**src/hw/acmp_pkg.sv**
```systemverilog
package acmp_pkg;

    // ****************************************************************
    // Address map
    // ****************************************************************
    localparam logic [31:0] ACMP_BASE_ADDR = 32'h4003_C000;
    localparam int ACMP_DEC_LSB = 6;
    localparam logic [5:0] OFS_MASKED_IRQ_STATUS = 6'h00;
    localparam logic [5:0] OFS_RAW_IRQ_STATUS = 6'h04;
    localparam logic [5:0] OFS_IRQ_ENABLE = 6'h08;
    localparam logic [5:0] OFS_REFERENCE_CONTROL = 6'h10;
    localparam logic [5:0] OFS_COMPARATOR_STATUS = 6'h20;
    localparam logic [5:0] OFS_COMPARATOR_CONTROL = 6'h24;

    // ****************************************************************
    // Field positions
    // ****************************************************************
    localparam int COMPARATOR_IRQ_BIT = 0;
    localparam int REF_POWER_BIT = 9;
    localparam int LADDER_RANGE_BIT = 8;
    localparam int LADDER_TAP_MSB = 3;
    localparam int LADDER_TAP_LSB = 0;
    localparam int OUTPUT_LEVEL_BIT = 1;
    localparam int TRIGGER_FORWARD_BIT = 11;
    localparam int POS_SRC_MSB = 10;
    localparam int POS_SRC_LSB = 9;
    localparam int TRIGGER_LEVEL_VALUE_BIT = 7;
    localparam int TRIGGER_SENSE_MSB = 6;
    localparam int TRIGGER_SENSE_LSB = 5;
    localparam int IRQ_LEVEL_VALUE_BIT = 4;
    localparam int IRQ_SENSE_MSB = 3;
    localparam int IRQ_SENSE_LSB = 2;

    // ****************************************************************
    // Reset values and encodings
    // ****************************************************************
    localparam logic [31:0] ACMP_REG_RESET = 32'h0000_0000;
    localparam logic [1:0] SENSE_LEVEL = 2'h0;
    localparam logic [1:0] SENSE_FALL = 2'h1;
    localparam logic [1:0] SENSE_RISE = 2'h2;
    localparam logic [1:0] SENSE_BOTH = 2'h3;

endpackage : acmp_pkg

```
**src/hw/acmp_regs.sv**
```systemverilog
// The address-and-strobe port was decided locally.
`timescale 1ns/100ps

// Summary of operation
// - Registers decode as offsets above base address 0x4003C000.
// - Offset 0x00 reads masked interrupt status in bit 0.
// - Offset 0x04 bit 0 sets on interrupt condition regardless of mask.
// - Offset 0x08 bit 0 enables the comparator interrupt.
// - Reference control bit 9 powers the ladder; resets to zero.
// - Reference control bit 8 picks 32-unit (0) or 24-unit (1) ladder.
// - Reference control bits 3:0 select the ladder tap.
// - Offset 0x20 bit 1 shows the live comparator output level.
// - Control register at offset 0x24 is read/write, resets zero.
// - Control bits 10:9 select the positive input source.
// - Control bit 11 forwards or suppresses the converter trigger.
// - Control bits 6:5 and 7 choose the trigger condition.
// - Control bits 3:2 and 4 choose the interrupt condition.

// ********************************************************************
// Comparator register bank
// ********************************************************************
module acmp_regs
    import acmp_pkg::*;
(
    // Clock and reset
    input wire logic mclk,
    input wire logic rst,
    // Register port
    input wire logic [31:0] reg_addr,
    input wire logic [31:0] reg_wdata,
    input wire logic reg_wr,
    input wire logic reg_rd,
    output logic [31:0] reg_rdata,
    // Analog core
    input wire logic comparator_in,
    output logic ladder_power,
    output logic ladder_range,
    output logic [3:0] ladder_tap,
    output logic [1:0] positive_source_select,
    // Events
    output logic irq,
    output logic adc_trigger
);

    // ****************************************************************
    // State
    // ****************************************************************
    typedef struct packed {
        logic irq_en;
        logic raw;
        logic ref_power;
        logic ladder_range;
        logic [3:0] ladder_tap;
        logic trigger_forward;
        logic [1:0] pos_src;
        logic trigger_level_value;
        logic [1:0] trigger_sense;
        logic irq_level_value;
        logic [1:0] irq_sense;
        logic output_level;
        logic irq;
        logic trig;
        logic [31:0] rdata;
    } acmp_state_t;

    acmp_state_t s_q;
    acmp_state_t s_d;
    logic irq_hit;
    logic trig_hit;
    logic sel;
    logic [5:0] ofs;

    // A register is selected only when the upper address bits match.
    function automatic logic hits(input logic [31:0] a, input logic [5:0] o);
        hits = (a[31:ACMP_DEC_LSB] == ACMP_BASE_ADDR[31:ACMP_DEC_LSB])
            && (a[5:0] == o);
    endfunction : hits

    assign sel = reg_addr[31:ACMP_DEC_LSB] == ACMP_BASE_ADDR[31:ACMP_DEC_LSB];
    assign ofs = reg_addr[5:0];

    // ****************************************************************
    // Condition detectors
    // ****************************************************************
    // The previous sample is the registered level, so edges need no
    // extra flop and the two detectors see the same history.
    acmp_sense u_irq_sense
    (
        .cur_level(comparator_in),
        .prev_level(s_q.output_level),
        .sense(s_q.irq_sense),
        .level_value(s_q.irq_level_value),
        .hit(irq_hit)
    );

    acmp_sense u_trig_sense
    (
        .cur_level(comparator_in),
        .prev_level(s_q.output_level),
        .sense(s_q.trigger_sense),
        .level_value(s_q.trigger_level_value),
        .hit(trig_hit)
    );

    // ****************************************************************
    // Next state
    // ****************************************************************
    always_comb
    begin
        s_d = s_q;
        s_d.output_level = comparator_in;
        s_d.trig = trig_hit & s_q.trigger_forward;
        if (reg_wr && hits(reg_addr, OFS_RAW_IRQ_STATUS)
            && reg_wdata[COMPARATOR_IRQ_BIT])
        begin
            s_d.raw = 1'b0;
        end
        if (irq_hit)
        begin
            s_d.raw = 1'b1;
        end
        if (reg_wr && sel)
        begin
            unique case (ofs)
                OFS_IRQ_ENABLE:
                begin
                    s_d.irq_en = reg_wdata[COMPARATOR_IRQ_BIT];
                end
                OFS_REFERENCE_CONTROL:
                begin
                    s_d.ref_power = reg_wdata[REF_POWER_BIT];
                    s_d.ladder_range = reg_wdata[LADDER_RANGE_BIT];
                    s_d.ladder_tap =
                        reg_wdata[LADDER_TAP_MSB:LADDER_TAP_LSB];
                end
                OFS_COMPARATOR_CONTROL:
                begin
                    s_d.trigger_forward = reg_wdata[TRIGGER_FORWARD_BIT];
                    s_d.pos_src = reg_wdata[POS_SRC_MSB:POS_SRC_LSB];
                    s_d.trigger_level_value =
                        reg_wdata[TRIGGER_LEVEL_VALUE_BIT];
                    s_d.trigger_sense =
                        reg_wdata[TRIGGER_SENSE_MSB:TRIGGER_SENSE_LSB];
                    s_d.irq_level_value = reg_wdata[IRQ_LEVEL_VALUE_BIT];
                    s_d.irq_sense =
                        reg_wdata[IRQ_SENSE_MSB:IRQ_SENSE_LSB];
                end
                default:
                begin
                end
            endcase
        end
        s_d.irq = s_d.raw & s_d.irq_en;
        // Reserved bits read as zero, which also covers unmapped offsets.
        s_d.rdata = 32'h0000_0000;
        if (reg_rd && sel)
        begin
            unique case (ofs)
                OFS_MASKED_IRQ_STATUS:
                    s_d.rdata[COMPARATOR_IRQ_BIT] =
                        s_q.raw & s_q.irq_en;
                OFS_RAW_IRQ_STATUS:
                    s_d.rdata[COMPARATOR_IRQ_BIT] = s_q.raw;
                OFS_IRQ_ENABLE:
                    s_d.rdata[COMPARATOR_IRQ_BIT] = s_q.irq_en;
                OFS_REFERENCE_CONTROL:
                begin
                    s_d.rdata[REF_POWER_BIT] = s_q.ref_power;
                    s_d.rdata[LADDER_RANGE_BIT] = s_q.ladder_range;
                    s_d.rdata[LADDER_TAP_MSB:LADDER_TAP_LSB] = s_q.ladder_tap;
                end
                OFS_COMPARATOR_STATUS:
                    s_d.rdata[OUTPUT_LEVEL_BIT] = s_q.output_level;
                OFS_COMPARATOR_CONTROL:
                begin
                    s_d.rdata[TRIGGER_FORWARD_BIT] = s_q.trigger_forward;
                    s_d.rdata[POS_SRC_MSB:POS_SRC_LSB] = s_q.pos_src;
                    s_d.rdata[TRIGGER_LEVEL_VALUE_BIT] =
                        s_q.trigger_level_value;
                    s_d.rdata[TRIGGER_SENSE_MSB:TRIGGER_SENSE_LSB] =
                        s_q.trigger_sense;
                    s_d.rdata[IRQ_LEVEL_VALUE_BIT] = s_q.irq_level_value;
                    s_d.rdata[IRQ_SENSE_MSB:IRQ_SENSE_LSB] = s_q.irq_sense;
                end
                default:
                begin
                end
            endcase
        end
    end

    // ****************************************************************
    // Registers
    // ****************************************************************
    always_ff @(posedge mclk)
    begin
        if (rst)
        begin
            s_q <= '0;
        end
        else
        begin
            s_q <= s_d;
        end
    end

    assign reg_rdata = s_q.rdata;
    assign ladder_power = s_q.ref_power;
    assign ladder_range = s_q.ladder_range;
    assign ladder_tap = s_q.ladder_tap;
    assign positive_source_select = s_q.pos_src;
    assign irq = s_q.irq;
    assign adc_trigger = s_q.trig;
endmodule : acmp_regs

```
**src/hw/acmp_sense.sv**
```systemverilog
`timescale 1ns/100ps

// ********************************************************************
// Output condition detector
// ********************************************************************
module acmp_sense
    import acmp_pkg::*;
(
    // Comparator samples
    input wire logic cur_level,
    input wire logic prev_level,
    // Condition select
    input wire logic [1:0] sense,
    input wire logic level_value,
    // Result
    output logic hit
);

    always_comb
    begin
        unique case (sense)
            SENSE_LEVEL: hit = (cur_level == level_value);
            SENSE_FALL: hit = prev_level & ~cur_level;
            SENSE_RISE: hit = ~prev_level & cur_level;
            SENSE_BOTH: hit = prev_level ^ cur_level;
        endcase
    end

endmodule : acmp_sense

```
**config.mk**
```make
export PLATFORM = sky130hd
export DESIGN_NAME = acmp_regs
export DESIGN_NICKNAME = d
export VERILOG_FILES = /design/src/hw/acmp_pkg.sv /design/src/hw/acmp_regs.sv /design/src/hw/acmp_sense.sv
export SDC_FILE = /design/constraint.sdc
export NUM_CORES = 1
export LEC_CHECK = 0
export BUFFER_PORTS_ARGS = -buffer_cell sky130_fd_sc_hd__buf_2
export CORE_MARGIN = 2
export CORE_UTILIZATION = 41
export CTS_CLUSTER_DIAMETER = 80
export DETAILED_ROUTE_END_ITERATION = 8
export PLACE_DENSITY = 0.79
export SYNTH_ARGS = -nofsm -noshare
export SYNTH_HDL_FRONTEND = slang
export SYNTH_SLANG_ARGS = --single-unit
```
**constraint.sdc**
```tcl
create_clock -name mclk -period 2.9 [get_ports mclk]
set_input_delay 0.58 -clock mclk [delete_from_list [all_inputs] [get_ports mclk]]
set_output_delay 0.58 -clock mclk [all_outputs]
set_load 0.1 [all_outputs]
```
==> impl_metrics.ini <==
[synthesis]
ys_types = 35
synthCells = 176
seq_area_frac_synth_pct = 39.41
ys_seq_elements = 32
syn-cell-area_um2 = 1625
synth_area_per_cell_um2 = 9.235
ys_warn_count = 0

[floorplan]
rows = 22
die_h_um = 66.96
die-area_um2 = 4484
ios = 111
coreArea_um2 = 3744
die_w_um = 66.96
start_util_pct = 43.42

[pwr]
combPwrFrac_pct = 18.1
p_clk_share_pct = 35.7
vdd_drop_max_mv = 0.3006
power.switching_uw = 290.2
swShare_pct = 30.32
p_leak_nw = 0.8998
sequentialPowerShare_pct = 46.3
p_int_uw = 667.0
powerDensity_nw_per_um2 = 501.7

[setup_path]
worstSetupPathType = in -> reg
worstRegToRegCells = 5
cp.required_ps = 3060
endpoint_kind = flop
slowest_stage = or4_4
worstSetupStartpointType = input pin
path_cells = buf_2 > or4_1 > or4_4 > nor3_2 > buf_4 > mux2i_1 > nor2_1
crit_path_max_fanout = 9
r2r-start = s_q[34]$_SDFF_PP0_
worstReg2RegEnd = irq$_SDFF_PP0_
cp.arrival_ps = 2460
r2r_setup_slack_ps = 1530
slowest_delay_ps = 590

[drt]
wl_mm = 3.188
viasPerCell = 4.535
ant_nets = 0
drtIter0Drc = 34
vias = 1279
wire_per_inst_um = 11.30
first_pass_iters = 4
drc = 0

[sta]
finalHoldViolCount = 0
slew_violations = 0
setup_ws_ps = 597.3
fmax_mhz = 434.3
rsz0062_at_grt = no
setup_viol_count_final = 0
finalCriticalPeriod_ps = 2303
period_share_pct = 79.40
clock_skew_ps = 1.766
finalSetupTns_ps = 0

[worst_hold_path]
hold_start = positive_source_select[1]$_SDFFE_PP0P_
hold_end = reg_rdata[10]$_SDFF_PP0_
hold_depth = 1
hp-class = reg -> reg

[global_route]
grt_usage_pct = 15.43
grt_pass1_vias = 1207
grt_pass1_wl_mm = 5.216
gr-total-overflow = 0
antenna_found_initial = 0
grt_max_degree = 20

[final_layout]
n_antenna_cell = 0
synthToLayoutAreaGrowth_pct = 17.40
layout-drive-gt1-share_pct = 35.90
nets = 304
instances_no_fill = 282

[cts]
cts_resized = 0
cts_hold_buf = 0
clkTransAtPathRegs_ps = 60
cts_htree_levels = 2
clockBufferDepth = 2
cts_num_sinks = 32
cts_root_buf = clkbuf_8
numCtsBuffers = 5
clock_latency_ps = 280
post_cts_buffers = 0
cts_tree = done

[run]
cap_violations = 0

[placement]
post-place-cells = 274
pre_cts_ws_ps = 292.9
place_congestion = 0.8652
io_buffers = 70
dp_hpwl_mm = 2.561

[status]
outcome = complete, no violations
-- layout make-up --
class	count	area [um^2]
inverters	5	18.77
well taps	48	60.06
fillers	366	1836
multi-input cells	117	733.2
flip-flops and latches	32	640.6
clock buffers	8	90.09
repair buffers	72	365.4
-- synthesized netlist by cell type, drive strengths merged --
master	number	area share, %
nor3	6	2.8
nor4	4	1.5
o22ai	1	0.39
xnor2	1	0.54
xor2	1	0.54
mux2i	16	9.9
clkbuf	2	0.46
nand4	4	1.5
and4	1	0.54
nand2	5	1.2
or4	3	1.6
and3	2	0.77
nor2	25	5.9
a21oi	3	0.92
inv	5	1.2
or4bb	1	0.69
a22o	3	1.6
dfxtp	32	39
buf	39	18
nand3	5	1.5
conb	1	0.23
o21ai	1	0.31
and2	6	2.3
a211oi	2	0.92
or2	1	0.39
ha	2	1.5
nor3b	1	0.46
a2111oi	1	0.54
or4b	1	0.62
mux4	1	1.4
-- layer usage --
layer / GRT usage (%) / part of all wire, % / routed length (um)
met1: 17.96 / 43 / 1371
met3: 4.561 / 6.7 / 213
met4: 5.612 / 1.0 / 32
met2: 26.63 / 49 / 1571
met5: 0 / 0 / 0
-- flip-flops by register name (all words and copies together) (netlist names) --
signal                  cells
irq                         1
positive_source_select      2
adc_trigger                 1
ladder_power                1
ladder_tap                  4
s_q                        10
ladder_range                1
reg_rdata                  12
-- worst max-delay path by stage --
stage	startpoint	endpoint	slack, ps	depth (start not counted)
2_1_floorplan	reg_addr[8]	positive_source_select[0]$_SDFFE_PP0P_	520	6
3_3_place_gp	reg_addr[8]	positive_source_select[1]$_SDFFE_PP0P_	330	7
3_5_place_dp	reg_addr[8]	s_q[37]$_SDFFE_PP0P_	290	7
4_1_cts	reg_addr[8]	s_q[37]$_SDFFE_PP0P_	590	7
5_1_grt	reg_addr[8]	positive_source_select[0]$_SDFFE_PP0P_	480	7
6_report	reg_addr[8]	s_q[39]$_SDFFE_PP0P_	600	7
-- placed cells by master (no fill, tap or decap), drive strengths merged, types with 2 or more instances in the layout --
| master | instances |
|---|---|
| buf | 72 |
| dfxtp | 32 |
| nor2 | 25 |
| conb | 20 |
| mux2i | 16 |
| clkbuf | 8 |
| and2 | 6 |
| nor3 | 6 |
| inv | 5 |
| nand3 | 5 |
| nand2 | 5 |
| nor4 | 4 |
| nand4 | 4 |
| a22o | 3 |
| a21oi | 3 |
| or4 | 3 |
| and3 | 2 |
| a211oi | 2 |
| ha | 2 |
-- critical path, delay by kind of cell --
| kind | cells | cell delay, ps |
|---|---|---|
| and+or+nand+nor | 4 | 1350 |
| muxes | 1 | 210 |
| buffers and inverters | 2 | 320 |
-- power by group through the flow --
stage                     logic [mW]  registers [mW]  clock network, mW
after floorplan                0.153           0.452                  0
after global placement         0.170           0.452                  0
after detailed placement       0.172           0.453                  0
after CTS                      0.172           0.443              0.352
after global routing           0.183           0.443              0.374
final                          0.173           0.443              0.342
-- cell families after synthesis --
kind of cell,Yosys count,synth area share (%)
and+or+nand+nor,65,21.94
muxes,17,11.24
DFF,32,39.41
buffers and inverters,46,19.86
AOI/OAI and AO/OA,11,4.696
xor gates and xnor gates,2,1.078
adders and majority gates,2,1.539
other,1,0.2307
-- metrics by stage --
stage / power, mW / utilization [%] / instance area (um^2) / hold WS [ps]
finish: 0.9572 / 50.97 / 1908 / 472.8
global route: 0.9992 / 50.97 / 1908 / 508.4
CTS: 0.9668 / 50.97 / 1908 / 474.2
detailed placement: 0.6249 / 48.56 / 1818 / 459.8
global placement: 0.6227 / 48.56 / 1818 / 459.1
floorplan: 0.6053 / - / 1697 / 433.2
Power figures use the tool's default switching activity.
